===== src/tcm_pkg.sv =====
// shared constants and types for the timer channel block
package tcm_pkg;

    // ----------------------------------------------------------------
    // register map (byte offsets on the apb bus)
    // ----------------------------------------------------------------
    localparam logic [7:0] TCM_OFS_CTRL      = 8'h00; // mode and enable bits
    localparam logic [7:0] TCM_OFS_MODULO    = 8'h04; // counter end value
    localparam logic [7:0] TCM_OFS_VAL_HIGH  = 8'h08; // channel_value_high
    localparam logic [7:0] TCM_OFS_VAL_LOW   = 8'h0C; // channel_value_low
    localparam logic [7:0] TCM_OFS_STATUS    = 8'h10; // sticky events, read clears
    localparam logic [7:0] TCM_OFS_MASK      = 8'h14; // interrupt mask
    localparam logic [7:0] TCM_OFS_COUNT     = 8'h18; // live counter, read only

    // ----------------------------------------------------------------
    // field positions and reset values
    // ----------------------------------------------------------------
    localparam int TCM_CTRL_EL_LSB = 0;  // edge_level_field [1:0]
    localparam int TCM_CTRL_MS_LSB = 2;  // channel_mode_field [3:2]
    localparam int TCM_CTRL_CENTER_ALIGN_SELECT  = 4;  // center_align_select
    localparam int TCM_CTRL_RUN    = 5;  // counter enable
    localparam int TCM_CTRL_WIDTH  = 6;
    localparam int TCM_STAT_CHAN   = 0;  // capture or compare event
    localparam int TCM_STAT_OVF    = 1;  // counter wrap or turn at zero
    localparam int TCM_STAT_WIDTH  = 2;
    localparam int TCM_CNT_WIDTH   = 16;

    localparam logic [TCM_CTRL_WIDTH-1:0] TCM_CTRL_RESET   = 6'h00;
    localparam logic [TCM_CNT_WIDTH-1:0]  TCM_MODULO_RESET = 16'hFFFF;
    localparam logic [TCM_CNT_WIDTH-1:0]  TCM_VALUE_RESET  = 16'h0000;
    localparam logic [TCM_STAT_WIDTH-1:0] TCM_STAT_RESET   = 2'h0;

    // ----------------------------------------------------------------
    // field encodings
    // ----------------------------------------------------------------
    localparam logic [1:0] TCM_EL_NONE   = 2'h0;
    localparam logic [1:0] TCM_EL_RISE   = 2'h1; // also toggle in compare
    localparam logic [1:0] TCM_EL_FALL   = 2'h2; // also clear / high-true
    localparam logic [1:0] TCM_EL_BOTH   = 2'h3; // also set
    localparam logic [1:0] TCM_MS_CAPT   = 2'h0;
    localparam logic [1:0] TCM_MS_COMP   = 2'h1;

    // channel operating mode, one-hot
    typedef enum logic [4:0] {
        TCM_MODE_UNUSED  = 5'h01,
        TCM_MODE_CAPTURE = 5'h02,
        TCM_MODE_COMPARE = 5'h04,
        TCM_MODE_EPWM    = 5'h08,
        TCM_MODE_CPWM    = 5'h10
    } tcm_mode_t;

endpackage


===== src/tcm_edge_detect.sv =====
// pin edge detector for input capture
`timescale 1ns/1ps
module tcm_edge_detect
    import tcm_pkg::*;
(
    input  wire logic clk,      // bus clock
    input  wire logic sys_rst,  // synchronous reset, active high
    input  wire logic pinIn,    // channel pin level
    input  wire logic riseEn,   // report rising edges
    input  wire logic fallEn,   // report falling edges
    output logic      edgeSeen  // one-cycle pulse per qualified edge
);

    logic prevPin;  // pin level one clock earlier
    wire  isRise = pinIn & ~prevPin;
    wire  isFall = ~pinIn & prevPin;

    // ----------------------------------------------------------------
    // history and detection
    // ----------------------------------------------------------------
    // no spurious edge on entry
    // history runs in every mode, so a pin change before entering
    // capture mode is not seen as an edge; only later changes set the flag
    always_ff @(posedge clk) begin
        if (sys_rst) begin
            prevPin  <= 1'b0;
            edgeSeen <= 1'b0;
        end else begin
            prevPin  <= pinIn;
            edgeSeen <= (isRise & riseEn) | (isFall & fallEn);
        end
    end

    a_rise_only: assert property (@(posedge clk) disable iff (sys_rst)
        (riseEn && !fallEn && !$past(sys_rst) && $fell(pinIn)) |=> !edgeSeen)
        else $error("falling edge reported in rising-only capture");

    a_fall_only: assert property (@(posedge clk) disable iff (sys_rst)
        (fallEn && !riseEn && !$past(sys_rst) && $rose(pinIn)) |=> !edgeSeen)
        else $error("rising edge reported in falling-only capture");

    a_both_edges: assert property (@(posedge clk) disable iff (sys_rst)
        (fallEn && riseEn && !$past(sys_rst) && $changed(pinIn)) |=> edgeSeen)
        else $error("pin change missed in both-edge capture");

endmodule


===== src/tcm_counter.sv =====
// free-running timer counter, edge or center aligned
`timescale 1ns/1ps
module tcm_counter
    import tcm_pkg::*;
(
    input  wire logic                     clk,        // bus clock
    input  wire logic                     sys_rst,    // synchronous reset
    input  wire logic                     run,        // count enable
    input  wire logic                     centerMode, // up then down
    input  wire logic [TCM_CNT_WIDTH-1:0] modulo,     // top value
    output logic      [TCM_CNT_WIDTH-1:0] count,      // counter value
    output logic                          countUp,    // direction
    output logic                          overflow    // one-cycle pulse
);

    localparam logic [TCM_CNT_WIDTH-1:0] ONE  = 16'h0001;
    localparam logic [TCM_CNT_WIDTH-1:0] ZERO = 16'h0000;

    wire atTop  = (count >= modulo);
    wire atZero = (count == ZERO);

    // ----------------------------------------------------------------
    // counting
    // ----------------------------------------------------------------
    // edge mode wraps at modulo; center mode turns at modulo and zero
    always_ff @(posedge clk) begin
        if (sys_rst) begin
            count    <= ZERO;
            countUp  <= 1'b1;
            overflow <= 1'b0;
        end else if (!run) begin
            overflow <= 1'b0;
        end else if (!centerMode) begin
            countUp  <= 1'b1;
            overflow <= atTop;
            count    <= atTop ? ZERO : count + ONE;
        end else if (countUp) begin
            // turn down at top; a zero modulo just holds
            overflow <= 1'b0;
            countUp  <= ~atTop;
            count    <= atTop ? (atZero ? ZERO : count - ONE) : count + ONE;
        end else begin
            overflow <= atZero;
            countUp  <= atZero;
            count    <= atZero ? (atTop ? ZERO : ONE) : count - ONE;
        end
    end

endmodule


===== src/tcm_channel.sv =====
// timer channel with mode logic, value register and apb slave
// ----------------------------------------------------------------
// ----------------------------------------------------------------
//
// Design decisions made here: the placing of the registers and register access over APB.
`timescale 1ns/1ps
module tcm_channel
    import tcm_pkg::*;
(
    input  wire logic        clk,        // bus clock, 200 MHz
    input  wire logic        sys_rst,    // synchronous reset, active high
    input  wire logic        psel,       // apb select
    input  wire logic        penable,    // apb access phase
    input  wire logic        pwrite,     // apb direction
    input  wire logic [7:0]  paddr,      // apb byte address
    input  wire logic [31:0] pwdata,     // apb write data
    output logic      [31:0] prdata,     // apb read data
    output logic             pready,     // apb ready
    output logic             pslverr,    // apb error on unmapped address
    output logic             irq,        // level interrupt
    input  wire logic        chanPinIn,  // channel pin input level
    output logic             chanPinOut, // channel pin output level
    output logic             chanPinOe   // channel pin drive enable
);

    // ----------------------------------------------------------------
    // register state
    // ----------------------------------------------------------------
    logic [TCM_CTRL_WIDTH-1:0] ctrl;      // mode fields and run bit
    logic [TCM_CNT_WIDTH-1:0]  modulo;    // counter top
    logic [TCM_CNT_WIDTH-1:0]  chanValue; // channel value, both bytes
    logic [TCM_STAT_WIDTH-1:0] status;    // sticky event bits
    logic [TCM_STAT_WIDTH-1:0] mask;      // interrupt mask

    // ----------------------------------------------------------------
    // field decode
    // ----------------------------------------------------------------
    wire [1:0] edgeLevel  = ctrl[TCM_CTRL_EL_LSB +: 2];
    wire [1:0] chanMode   = ctrl[TCM_CTRL_MS_LSB +: 2];
    wire       centerSel  = ctrl[TCM_CTRL_CENTER_ALIGN_SELECT];
    wire       cntRun     = ctrl[TCM_CTRL_RUN];

    // mode from center_align_select, channel_mode_field, edge_level_field
    function automatic tcm_mode_t decode_mode(input logic cs, input logic [1:0] ms,
                                              input logic [1:0] el);
        tcm_mode_t m;
        m = TCM_MODE_UNUSED;
        if (cs) begin
            m = (el == TCM_EL_NONE) ? TCM_MODE_UNUSED : TCM_MODE_CPWM;
        end else if (ms == TCM_MS_CAPT) begin
            m = (el == TCM_EL_NONE) ? TCM_MODE_UNUSED : TCM_MODE_CAPTURE;
        end else if (ms == TCM_MS_COMP) begin
            // compare with 00 still flags matches, pin left alone
            m = TCM_MODE_COMPARE;
        end else begin
            m = (el == TCM_EL_NONE) ? TCM_MODE_UNUSED : TCM_MODE_EPWM;
        end
        return m;
    endfunction

    wire tcm_mode_t chanModeSel = decode_mode(centerSel, chanMode, edgeLevel);
    wire isCapture = (chanModeSel == TCM_MODE_CAPTURE);
    wire isCompare = (chanModeSel == TCM_MODE_COMPARE);
    wire isEpwm    = (chanModeSel == TCM_MODE_EPWM);
    wire isCpwm    = (chanModeSel == TCM_MODE_CPWM);
    // X1 gives low-true pulses in both pwm modes
    wire lowTrue   = edgeLevel[0];

    // ----------------------------------------------------------------
    // counter and edge detector
    // ----------------------------------------------------------------
    logic [TCM_CNT_WIDTH-1:0] count;    // timer counter
    logic                     countUp;  // counter direction
    logic                     overflow; // counter period event
    logic                     edgeSeen; // qualified pin edge

    tcm_counter u_counter (
        .clk        (clk),
        .sys_rst    (sys_rst),
        .run        (cntRun),
        .centerMode (centerSel),
        .modulo     (modulo),
        .count      (count),
        .countUp    (countUp),
        .overflow   (overflow)
    );

    tcm_edge_detect u_edge (
        .clk      (clk),
        .sys_rst  (sys_rst),
        .pinIn    (chanPinIn),
        .riseEn   (isCapture & edgeLevel[0]),
        .fallEn   (isCapture & edgeLevel[1]),
        .edgeSeen (edgeSeen)
    );

    wire matchNow   = cntRun & (count == chanValue);
    wire periodTop  = cntRun & (count == TCM_VALUE_RESET);
    // capture only while still in capture mode when the edge lands
    wire captureNow = edgeSeen & isCapture;
    wire chanEvent  = isCapture ? captureNow : (matchNow & ~isCapture & (chanModeSel != TCM_MODE_UNUSED));

    // ----------------------------------------------------------------
    // apb decode
    // ----------------------------------------------------------------
    // one wait state: pready rises in the second access cycle, so prdata
    // can be loaded from a flop; writes commit on the pready edge
    wire accessFirst = psel & penable & ~pready;
    wire commit      = psel & penable & pready;
    wire hitCtrl     = (paddr == TCM_OFS_CTRL);
    wire hitModulo   = (paddr == TCM_OFS_MODULO);
    wire hitHigh     = (paddr == TCM_OFS_VAL_HIGH);
    wire hitLow      = (paddr == TCM_OFS_VAL_LOW);
    wire hitStatus   = (paddr == TCM_OFS_STATUS);
    wire hitMask     = (paddr == TCM_OFS_MASK);
    wire hitCount    = (paddr == TCM_OFS_COUNT);
    wire mapped      = hitCtrl | hitModulo | hitHigh | hitLow | hitStatus | hitMask | hitCount;
    wire wrCommit    = commit & pwrite & mapped;
    wire rdStatus    = commit & ~pwrite & hitStatus;

    // read mux, narrower registers sit in the low bits
    wire [31:0] readMux =
        hitCtrl   ? {26'h0000000, ctrl} :
        hitModulo ? {16'h0000, modulo} :
        hitHigh   ? {24'h000000, chanValue[15:8]} :
        hitLow    ? {24'h000000, chanValue[7:0]} :
        hitStatus ? {30'h00000000, status} :
        hitMask   ? {30'h00000000, mask} :
        hitCount  ? {16'h0000, count} : 32'h00000000;

    // status bits returned by the pending read; only those get cleared
    wire [TCM_STAT_WIDTH-1:0] readClear = rdStatus ? prdata[TCM_STAT_WIDTH-1:0] : TCM_STAT_RESET;
    wire [TCM_STAT_WIDTH-1:0] newEvents = {overflow, chanEvent};

    // ----------------------------------------------------------------
    // bus handshake
    // ----------------------------------------------------------------
    always_ff @(posedge clk) begin
        if (sys_rst) begin
            pready  <= 1'b0;
            pslverr <= 1'b0;
            prdata  <= 32'h00000000;
        end else begin
            pready  <= accessFirst;
            pslverr <= accessFirst & ~mapped;
            // hold data stable until the next read is answered
            if (accessFirst & ~pwrite) begin
                prdata <= readMux;
            end
        end
    end

    // ----------------------------------------------------------------
    // control registers
    // ----------------------------------------------------------------
    always_ff @(posedge clk) begin
        if (sys_rst) begin
            ctrl   <= TCM_CTRL_RESET;
            modulo <= TCM_MODULO_RESET;
            mask   <= TCM_STAT_RESET;
        end else if (wrCommit) begin
            if (hitCtrl) begin
                ctrl <= pwdata[TCM_CTRL_WIDTH-1:0];
            end
            if (hitModulo) begin
                modulo <= pwdata[TCM_CNT_WIDTH-1:0];
            end
            if (hitMask) begin
                mask <= pwdata[TCM_STAT_WIDTH-1:0];
            end
        end
    end

    // ----------------------------------------------------------------
    // channel value register
    // ----------------------------------------------------------------
    // value cleared by reset
    always_ff @(posedge clk) begin
        if (sys_rst) begin
            chanValue <= TCM_VALUE_RESET;
        end else if (captureNow) begin
            // capture overrides a write in the same cycle
            chanValue <= count;
        end else if (wrCommit & hitHigh) begin
            chanValue[15:8] <= pwdata[7:0];
        end else if (wrCommit & hitLow) begin
            chanValue[7:0] <= pwdata[7:0];
        end
    end

    // ----------------------------------------------------------------
    // status and interrupt
    // ----------------------------------------------------------------
    // set wins: a new event in the clearing cycle survives
    always_ff @(posedge clk) begin
        if (sys_rst) begin
            status <= TCM_STAT_RESET;
            irq    <= 1'b0;
        end else begin
            status <= (status & ~readClear) | newEvents;
            irq    <= |(((status & ~readClear) | newEvents) & mask);
        end
    end

    // ----------------------------------------------------------------
    // pin drive
    // ----------------------------------------------------------------
    logic next_pinOut; // pin level for next cycle
    logic next_pinOe;  // pin enable for next cycle

    always_comb begin
        next_pinOut = chanPinOut;
        next_pinOe  = 1'b0;
        case (chanModeSel)
            TCM_MODE_COMPARE: begin
                next_pinOe = (edgeLevel != TCM_EL_NONE);
                if (matchNow) begin
                    case (edgeLevel)
                        TCM_EL_RISE: next_pinOut = ~chanPinOut;
                        TCM_EL_FALL: next_pinOut = 1'b0;
                        TCM_EL_BOTH: next_pinOut = 1'b1;
                        default:     next_pinOut = chanPinOut;
                    endcase
                end
            end
            TCM_MODE_EPWM: begin
                next_pinOe = 1'b1;
                // match ends the active part, counter start begins it
                if (matchNow) begin
                    next_pinOut = lowTrue;
                end else if (periodTop) begin
                    next_pinOut = ~lowTrue;
                end
            end
            TCM_MODE_CPWM: begin
                next_pinOe = 1'b1;
                // up-match ends active part, down-match restarts it
                if (matchNow) begin
                    next_pinOut = countUp ? lowTrue : ~lowTrue;
                end
            end
            TCM_MODE_CAPTURE: begin
                next_pinOe = 1'b0;
            end
            TCM_MODE_UNUSED: begin
                next_pinOe = 1'b0;
            end
            default: begin
                next_pinOe = 1'b0;
            end
        endcase
    end

    // pin registers, so the pin never glitches on decode changes
    always_ff @(posedge clk) begin
        if (sys_rst) begin
            chanPinOut <= 1'b0;
            chanPinOe  <= 1'b0;
        end else begin
            chanPinOut <= next_pinOut;
            chanPinOe  <= next_pinOe;
        end
    end

    // ----------------------------------------------------------------
    // checks
    // ----------------------------------------------------------------
    a_unused_pin_off: assert property (@(posedge clk) disable iff (sys_rst)
        (edgeLevel == TCM_EL_NONE) |=> !chanPinOe)
        else $error("pin driven while edge/level is 00");

    a_compare_toggle: assert property (@(posedge clk) disable iff (sys_rst)
        (isCompare && edgeLevel == TCM_EL_RISE && matchNow) |=> (chanPinOut != $past(chanPinOut)) && chanPinOe)
        else $error("compare toggle did not toggle pin");

    a_compare_clear: assert property (@(posedge clk) disable iff (sys_rst)
        (isCompare && edgeLevel == TCM_EL_FALL && matchNow) |=> !chanPinOut && chanPinOe)
        else $error("compare clear did not drive low");

    a_compare_set: assert property (@(posedge clk) disable iff (sys_rst)
        (isCompare && edgeLevel == TCM_EL_BOTH && matchNow) |=> chanPinOut && chanPinOe)
        else $error("compare set did not drive high");

    a_edge_pwm_high: assert property (@(posedge clk) disable iff (sys_rst)
        (isEpwm && edgeLevel == TCM_EL_FALL && matchNow) |=> !chanPinOut)
        else $error("edge pwm high-true not cleared on match");

    a_edge_pwm_low: assert property (@(posedge clk) disable iff (sys_rst)
        (isEpwm && lowTrue && matchNow) |=> chanPinOut)
        else $error("edge pwm low-true not set on match");

    a_center_pwm_high: assert property (@(posedge clk) disable iff (sys_rst)
        (centerSel && edgeLevel == TCM_EL_FALL && matchNow && countUp) |=> !chanPinOut && chanPinOe)
        else $error("center pwm high-true not cleared on up-match");

    a_center_pwm_low: assert property (@(posedge clk) disable iff (sys_rst)
        (centerSel && lowTrue && matchNow && countUp) |=> chanPinOut && chanPinOe)
        else $error("center pwm low-true not set on up-match");

    a_value_reset: assert property (@(posedge clk)
        $past(sys_rst) |-> (chanValue == TCM_VALUE_RESET))
        else $error("channel value not cleared by reset");

    a_capture_copy: assert property (@(posedge clk) disable iff (sys_rst)
        captureNow |=> (chanValue == $past(count)) && status[TCM_STAT_CHAN])
        else $error("capture did not copy counter and flag");

endmodule


===== config.mk =====
export PLATFORM = sky130hd
export DESIGN_NAME = tcm_channel
export DESIGN_NICKNAME = d
export VERILOG_FILES = /design/src/tcm_pkg.sv /design/src/tcm_edge_detect.sv /design/src/tcm_counter.sv /design/src/tcm_channel.sv
export SDC_FILE = /design/constraint.sdc
export NUM_CORES = 1
export LEC_CHECK = 0
export ABC_CLOCK_PERIOD_IN_PS = 4000
export BUFFER_PORTS_ARGS = -buffer_cell sky130_fd_sc_hd__buf_2
export CAP_MARGIN = 20
export CORE_MARGIN = 2
export CORE_UTILIZATION = 55
export CTS_BUF_LIST = sky130_fd_sc_hd__clkbuf_8
export DETAILED_ROUTE_END_ITERATION = 10
export GPL_TIMING_DRIVEN = 0
export PLACE_DENSITY = 0.78
export SYNTH_ARGS = -nofsm -noshare
export SYNTH_HDL_FRONTEND = slang
export SYNTH_SLANG_ARGS = --single-unit

===== constraint.sdc =====
create_clock -name clk -period 4 [get_ports clk]
set_input_delay 0.4 -clock clk [delete_from_list [all_inputs] [get_ports clk]]
set_output_delay 0.4 -clock clk [all_outputs]
set_load 0.005 [all_outputs]

# ---- After elaboration in Yosys (flattened, before gate mapping)
# Cells that the tools add are included.
dict set report word_totals {
  output_inout_bits 37
  register_bits 99
  wordCells 138
  inputBits 46
}
dict set report classes {
  mux 38
  bitwise_logic 43
  reduce_logical 16
  order_cmp 1
  eq_ne 21
  n_addsub 2
}
# cell n
set op_table {}
lappend op_table {{$mux 16} 14}
lappend op_table {{$eq 8x5->1 const B} 3}
lappend op_table {{$mux 8} 3}
lappend op_table {{$and 1x1->1} 22}
lappend op_table {{$add 16x1->16 const B} 1}
lappend op_table {{$eq 16x16->1} 1}
lappend op_table {{$eq 8x4->1 const B} 2}
lappend op_table {{$ge 16x16->1} 1}
lappend op_table {{$logic_not 16->1} 1}
lappend op_table {{$sub 16x1->16 const B} 1}
lappend op_table {{$mux 4} 3}
lappend op_table {{$mux 1} 11}
lappend op_table {{$mux 5} 2}
lappend op_table {{$not 1->1} 10}
lappend op_table {{$eq 8x3->1 const B} 1}
lappend op_table {{$logic_not 8->1} 1}
lappend op_table {{$reduce_and 2->1} 4}
lappend op_table {{$or 1x1->1} 7}
lappend op_table {{$pmux 1 s3} 2}
lappend op_table {{$reduce_bool 2->1} 3}
lappend op_table {{$reduce_or 2->1} 3}
lappend op_table {{$eq 5x2->1 const B} 1}
lappend op_table {{$eq 5x3->1 const B} 1}
lappend op_table {{$eq 5x4->1 const B} 1}
lappend op_table {{16 further kinds} 22}

# ---- Longest topological paths before layout
# Gate-level depths: netlist of the first run.
dict set report depth {
  ltp_word 13
  mapped_depth 10
  depth_no_buf 8
}

# ---- Modules after synthesis
# A second synthesis of the first run with hierarchy kept.
dict set report unflattened {
  hier_cells 656
  hier_area_um2 5385.2
}
# mod seq_area_each_um2 cells_each instances area_each_um2
set modules_own_cells {}
lappend modules_own_cells {tcm_channel 1261.2 397 1 3444.6}
lappend modules_own_cells {tcm_counter 360.3 253 1 1874.3}
lappend modules_own_cells {tcm_edge_detect 40.0 6 1 66.3}

# ---- Least setup slack after synthesis of the first run
# Ideal clock, no wire load.
dict set report synth_path {
  path_type {flip-flop to flip-flop}
  from {reg u_counter.count[0]}
  to {reg u_counter.count[13]}
  setup_ps 60
  t_required_ps 3940
  n_path_buf 2
  arrival_ps 2683
  path_stages_with_launch 11
  setup_slack_ps 1257
  synth_period_minus_slack_ps 2743
  cell_sequence {dfxtp_1 -> clkbuf_1 -> inv_1 -> ha_1 -> nand2b_4 -> a2111o_1 -> a41o_4 -> or3_4 -> buf_6 -> o32ai_2 -> a32o_1}
}
dict set report synth_between {
  elab_chain_len 5
  word_cells_on_any_way 10
  cone_classes {2 x add/sub; 1 x order compare; 6 x mux; 1 x reduce/logical}
}
# item line_no
set synth_lines {}
lappend synth_lines {{start: declaration} tcm_counter.sv:11} ;# output logic [TCM_CNT_WIDTH-1:0] count,
lappend synth_lines {{start signal: assignment} tcm_counter.sv:36} ;# count <= atTop ? ZERO : count + ONE;
lappend synth_lines {{start signal: assignment} tcm_counter.sv:41} ;# count <= atTop ? (atZero ? ZERO : count - ONE) : count + ONE;
lappend synth_lines {{start signal: assignment} tcm_counter.sv:45} ;# count <= atZero ? (atTop ? ZERO : ONE) : count - ONE;
lappend synth_lines {{$sub 16x1->16 or $logic_not 16->1 (tied branches)} {tcm_counter.sv:41, tcm_counter.sv:45, tcm_counter.sv:20}}
lappend synth_lines {{$mux 16 (2 in series)} tcm_counter.sv:41}
lappend synth_lines {{$mux 16} tcm_counter.sv:37} ;# end else if (countUp) begin
lappend synth_lines {{$mux 16 *} tcm_counter.sv:33} ;# end else if (!centerMode) begin
# Every way passes the cells marked *; elsewhere a longest branch is shown, timed or not.
# A chain may end at the register's enable or synchronous reset.

# ---- Worst setup path in the final report of the first run
# Same ends and word-level chain as after synthesis.

==> impl_metrics.csv, run 1 <==
group,metric,value,unit
outcome,outcome,"complete, no violations",
final_layout,fin_area,6010,um2
placement,port-buffer-count,48,
clock_tree,cts_made_buffers,9,
clock_tree,clk_latency,0.38,ns
worst_setup_path,path_depth,10,
route,vias_per_cell,6.24,
sta,final_hold_viol_count,0,
worst_setup_path,r2r_cells,10,
power,pwr-share-comb,8.2,%
flow_run,drv_cap,0,
route,vias,5331,
worst_setup_path,cp_num_buf_inv,3,
synth,yosysTopAreaCellShare,31.1,%
power,p_sw_share,28.1,%
synth,async_reset_ff_share,0,%
synth,yosysWarnings,0,
global_route,grt_max_degree,18,
floorplanning,die_area,10500,um2
worst_setup_path,critPathLaunchType,"flip-flop",
clock_tree,clockBufferDepth,2,
clock_tree,cts_max_level,3,
sta,rsz0062_at_grt,"no",
floorplanning,rows,35,
clock_tree,cts_resized,0,
floorplanning,core,9330,um2
clock_tree,path_clk_slew,0.11,ns
power,power_density,275,nW/um2
global_route,grt_overflow_total,0,
route,drtPass1Iterations,5,
floorplanning,io_pins,83,
power,p_int,1.19,mW
worst_setup_path,r2r_slack,0.68,ns
clock_tree,cts-hold-fix-buffers,0,
floorplanning,die_w,103,um
final_layout,final_common_cell,"dfxtp_1",
sta,timing.final.crit_period,3.32,ns
worst_setup_path,reg2reg_to,"u_counter.count[13]",
clock_tree,postCtsSetupRepairBufs,0,
worst_setup_path,critPathTopFamily,"compound AO/OA/AOI/OAI gates",
sta,setup_ws,0.677,ns
synth,postSynthCellCount,646,
synth,synth_area_leaders,"dfxtp_1, mux2i_1, ha_1",
route,wl_met3,1.45,mm
min_path,hp-class,"in -> reg",
placement,gp_congestion,0.958,
sta,finalSetupViolations,0,
final_layout,final-seq-area,1660,um2
worst_setup_path,cp-endpoint,"u_counter.count[13]",
worst_setup_path,crit_start,"u_counter.count[0]",
global_route,grt_pass1_vias,4889,
route,wl_met2,7.96,mm
worst_setup_path,path_class,"reg -> reg",
clock_tree,cts_sinks,83,
sta,fmax,301,MHz
worst_setup_path,cp_cell_sequence,"clkbuf_1 -> inv_1 -> ha_1 -> nand2b_4 -> a2111o_1 -> a41o_4 -> o311ai_4 -> buf_6 -> o32ai_2 -> a32o_1",
global_route,antenna_found_initial,0,
power,netSwitchingPower,465,uW
clock_tree,cts_tree,"yes",
synth,post-synth-top-area-cell,"dfxtp_1",
final_layout,multi_input_area,3280,um2
synth,avgSynthCellArea,8.27,um2
power,ir_worst_vdd,0.000207,V
worst_setup_path,crit_path_end_kind,"flip-flop",
final_layout,nNetsFinal,788,
synth,syn_area,5340,um2
placement,place_ws,0.722,ns
synth,synth_ff_type,"dfxtp_1",
sta,drv_slew,0,
synth,synth.yosys.seq_area_share,31.1,%
synth,synth-seq-cells,83,
route,highest_layer,"met4",
power,clock_power_share,41.2,%
route,route.detailed.drc,0,
placement,dp_hpwl,13.2,mm
sta,fin_crit_sh,83.1,%
final_layout,fillCellCount,856,
route,postRouteAntennaNets,0,
power,p_seq_share,50.6,%
floorplanning,die_y,103,um
worst_setup_path,slowest_stage,"o311ai_4",
worst_setup_path,cp.arrival,3.58,ns
worst_setup_path,cp_data_required_time,4.26,ns
floorplanning,initial_core_util,57.3,%
placement,place_area,5800,um2
worst_setup_path,slowest_delay,0.55,ns
route,wl_met1,7.54,mm
global_route,gr-usage-all-layers,34.0,%
power,leakagePower,2.69,nW
final_layout,final_cell_mix,"dfxtp_1, nor2_1, nand2_1, buf_2, clkbuf_1",
sta,tightest_slew,0.878,ns
sta,fin_skew,0.0172,ns
synth,synth_edf_count,0,
worst_setup_path,r2r_start,"u_counter.count[0]",
worst_setup_path,cp_max_fo,10,
sta,setup_tns,0,ns
final_layout,drive_gt1_share,15.6,%
global_route,grt_pass1_wl,26.9,mm
route,drt_iter0_markers,418,
final_layout,antenna_cells,0,
route,avgRoutedWirePerCell,20.4,um
route,postRouteWirelength,17.5,mm
synth,synth_cell_types,78,
sta,slew_headroom,40.9,%
final_layout,syn2layout_area_growth,12.5,%
clock_tree,clk_root_buffer_cell,"clkbuf_8",
## state kept, by name (all words and copies together) (netlist names), 2 cells and up
signal           cells
chanValue           16
ctrl                 6
mask                 2
modulo              16
prdata              16
status               2
u_counter.count     16
## power by group through the flow
stage	sequential (mW)	combinational, mW	clock [mW]
2_1_floorplan	0.857	0.0767	0
5_1_grt	0.839	0.145	0.711
3_5_place_dp	0.857	0.132	0
4_1_cts	0.838	0.132	0.679
3_3_place_gp	0.857	0.130	0
6_report	0.838	0.135	0.682
## layout make-up
type,instances,share of cell area (%)
Inverter,29,1.81
Sequential cell,83,27.6
Tap cell,129,2.69
Clock buffer,9,2.06
Multi-Input combinational cell,483,54.7
Timing Repair Buffer,48,4.00
Clock inverter,7,1.46
Buffer,66,5.68
## worst min path at each step
| stage | startpoint | endpoint | slack (ns) | cells past startpoint |
|---|---|---|---|---|
| global route | pwdata[13] | modulo[13] | 0.24 | 3 |
| finish | pwdata[8] | modulo[8] | 0.24 | 3 |
| detailed placement | prdata[2] | prdata[2] | 0.44 | 2 |
| global placement | prdata[5] | prdata[5] | 0.44 | 2 |
| CTS | pwdata[13] | modulo[13] | 0.23 | 3 |
| floorplan | prdata[5] | prdata[5] | 0.45 | 2 |
## layer usage
metal | track usage (%) | up-vias
met5 | 0 | -
met4 | 14.3 | 0
li1 | - | 2490
met1 | 46.2 | 2534
met3 | 5.22 | 41
met2 | 54.0 | 266
## synthesized netlist by cell type (8+ instances only)
cell      number
mux2i_1       29
nand2_1       55
inv_1         28
buf_4         20
a221oi_1      10
xnor2_1       27
nand3_1       24
a21oi_1       20
dfxtp_1       83
clkbuf_1      35
nor4_1         8
nand4_1       15
o22ai_1        8
o211ai_1      20
nor3_1        25
a211oi_1      18
o21ai_0       16
nor2_1        62
ha_1          22
## worst reg2reg max path: stages (launching register included)
cell and delay [ns]:
dfxtp_1 0.34, clkbuf_1 0.32, inv_1 0.24, ha_1 0.32
nand2b_4 0.14, a2111o_1 0.43, a41o_4 0.31, o311ai_4 0.55
buf_6 0.24, o32ai_2 0.09, a32o_1 0.24
## metrics by stage
step                      hold slack, ns  instances  utilization (%)  power (mW)
after detailed placement           0.444        838             62.2       0.989
after global routing               0.236        854             64.4        1.70
final                              0.237        854             64.4        1.66
after CTS                          0.235        854             64.4        1.65
after global placement             0.437        838             62.2       0.987
after floorplan                    0.448        661                -       0.934
## kinds of logic (layout without fill, tap and decap cells)
| group | after synthesis | in the layout | synth area share [%] |
|---|---|---|---|
| fa+ha+maj | 22 | 22 | 5.15 |
| compound gates | 147 | 147 | 21.3 |
| flops | 83 | 83 | 31.1 |
| other cells | 1 | 16 | 0.0702 |
| mux | 33 | 33 | 6.28 |
| buf+inv | 95 | 159 | 8.43 |
| xor+xnor | 33 | 33 | 5.41 |
| simple gates | 232 | 232 | 22.3 |
Power figures use the tool's default switching activity.
==> inputs of run 2 (changes only) <==
Settings changed: ABC_CLOCK_PERIOD_IN_PS 4000 to 3280.
Clock period 4 ns to 3.28 ns, I/O delays scaled along.
==> run 2 against run 1 <==
Cell area grew 0.40%. Via count grew 0.32%. Highest routed layer unchanged. Non-clock buffer count grew 3. First-iteration DRC count grew 4.1%. Total power grew 22%. Sequential power grew 22%. Flip-flop and latch count is the same. Largest cell class unchanged. Worst setup slack lost 0.44 ns. Clock power grew 22%.
==> impl_metrics.csv, run 2 (synthesized netlist as in run 1, its figures left out) <==
group,metric,value,unit
outcome,outcome,"complete, no violations",
worst_setup_path,cp.arrival,3.35,ns
sta,drv_slew,0,
floorplanning,die_area,10500,um2
route,wl_met3,1.40,mm
clock_tree,clk_latency,0.38,ns
clock_tree,cts_tree,"yes",
clock_tree,path_clk_slew,0.11,ns
power,pwr-share-comb,8.2,%
final_layout,drive_gt1_share,16.1,%
worst_setup_path,path_class,"reg -> reg",
worst_setup_path,r2r_start,"u_counter.count[0]",
sta,setup_tns,0,ns
worst_setup_path,reg2reg_to,"u_counter.count[13]",
worst_setup_path,cp_max_fo,10,
placement,dp_hpwl,13.2,mm
sta,fin_skew,0.0178,ns
sta,tightest_slew,0.897,ns
worst_setup_path,r2r_cells,10,
final_layout,final_common_cell,"dfxtp_1",
route,drt_iter0_markers,435,
floorplanning,io_pins,83,
floorplanning,initial_core_util,57.3,%
power,power.total,2.02,mW
flow_run,drv_cap,0,
power,p_int,1.45,mW
worst_setup_path,r2r_slack,0.24,ns
global_route,grt_pass1_wl,26.9,mm
route,avgRoutedWirePerCell,20.4,um
global_route,gr-usage-all-layers,34.0,%
floorplanning,rows,35,
route,drtPass1Iterations,6,
power,netSwitchingPower,566,uW
power,leakagePower,2.70,nW
placement,gp_congestion,0.958,
route,wl_met2,8.01,mm
clock_tree,clk_root_buffer_cell,"clkbuf_8",
clock_tree,cts_made_buffers,9,
route,vias_per_cell,6.24,
clock_tree,cts-hold-fix-buffers,0,
floorplanning,die_y,103,um
clock_tree,clockBufferDepth,2,
route,postRouteWirelength,17.5,mm
sta,whs,0.165,ns
min_path,hp-class,"in -> reg",
route,highest_layer,"met4",
sta,slew_headroom,39.6,%
final_layout,syn2layout_area_growth,13.0,%
sta,fmax,328,MHz
sta,finalSetupViolations,0,
route,postRouteAntennaNets,0,
sta,rsz0062_at_grt,"no",
power,ir_worst_vdd,0.000253,V
route,wl_met1,7.51,mm
floorplanning,die_w,103,um
route,vias,5348,
worst_setup_path,crit_start,"u_counter.count[0]",
power,clock_power_share,41.2,%
global_route,antenna_found_initial,0,
final_layout,antenna_cells,0,
sta,final_hold_viol_count,0,
min_path,hold_start,"pwdata[8]",
sta,fin_crit_sh,92.8,%
clock_tree,cts_sinks,83,
global_route,grt_max_degree,18,
min_path,holdPathStages,3,
route,route.detailed.drc,0,
floorplanning,core,9330,um2
power,p_seq_share,50.7,%
final_layout,final_cell_mix,"dfxtp_1, nor2_1, nand2_1, buf_2, clkbuf_1",
power,power_density,334,nW/um2
worst_setup_path,critPathLaunchType,"flip-flop",
placement,port-buffer-count,48,
global_route,grt_overflow_total,0,
final_layout,nNetsFinal,791,
global_route,grt_pass1_vias,4887,
worst_setup_path,cp_data_required_time,3.59,ns
clock_tree,cts_max_level,3,
sta,timing.final.crit_period,3.04,ns
min_path,hold_path_end,"modulo[8]",
power,p_sw_share,28.1,%
worst_setup_path,crit_path_end_kind,"flip-flop",
final_layout,fillCellCount,860,
run 2: worst max path at each step:
stage	to	depth (start not counted)	slack (ns)
floorplan	u_counter.count[13]	10	0.54
global placement	u_counter.count[13]	10	0.07
detailed placement	u_counter.count[13]	10	0.002
CTS	u_counter.count[13]	10	0.03
global route	u_counter.count[13]	10	0.19
finish	u_counter.count[13]	10	0.24
run 2: layout make-up:
| type | count | area [um2] | share of cell area [%] |
|---|---|---|---|
| plain buffers | 66 | 343 | 5.68 |
| clock buffers | 9 | 124 | 2.05 |
| clock inverters | 7 | 87.6 | 1.45 |
| inverters | 29 | 109 | 1.80 |
| multi-input cells | 483 | 3280 | 54.4 |
| flip-flops and latches | 83 | 1660 | 27.5 |
| well taps | 129 | 161 | 2.68 |
| repair buffers | 51 | 263 | 4.36 |
run 2: through the flow:
step / area (um2) / worst slack (ns) / instances / utilization, %
CTS: 6010 / 0.0343 / 854 / 64.4
floorplan: 5400 / 0.537 / 661 / -
global route: 6030 / 0.190 / 857 / 64.7
global placement: 5800 / 0.0750 / 838 / 62.2
detailed placement: 5800 / 0.00164 / 838 / 62.2
finish: 6030 / 0.235 / 857 / 64.7
run 2: power by group through the flow:
stage,sequential (mW),combinational [mW],clock (mW)
3_5_place_dp,1.05,0.160,0
4_1_cts,1.02,0.161,0.828
3_3_place_gp,1.04,0.159,0
5_1_grt,1.02,0.177,0.868
2_1_floorplan,1.05,0.0935,0
6_report,1.02,0.164,0.831
run 2: per-layer routing:
metal | vias up | global-route usage (%)
met2 | 288 | 53.9
met5 | - | 0
li1 | 2495 | -
met4 | 0 | 14.3
met1 | 2522 | 46.2
met3 | 43 | 5.22
run 2: repair_timing:
action,4_1_cts,5_1_grt
resized for setup,0,2
endpoints found under the setup margin,1,9
setup buffers,0,3
pin swaps,1,1
run 2: critical path, stage by stage, from the launching register on:
cell and delay (ns):
dfxtp_1 0.35, clkbuf_2 0.22, inv_1 0.17, ha_1 0.30, nand2b_4 0.14, a2111o_1 0.43
a41o_4 0.31, or3_4 0.42, buf_6 0.17, o32ai_2 0.27, a32o_1 0.20
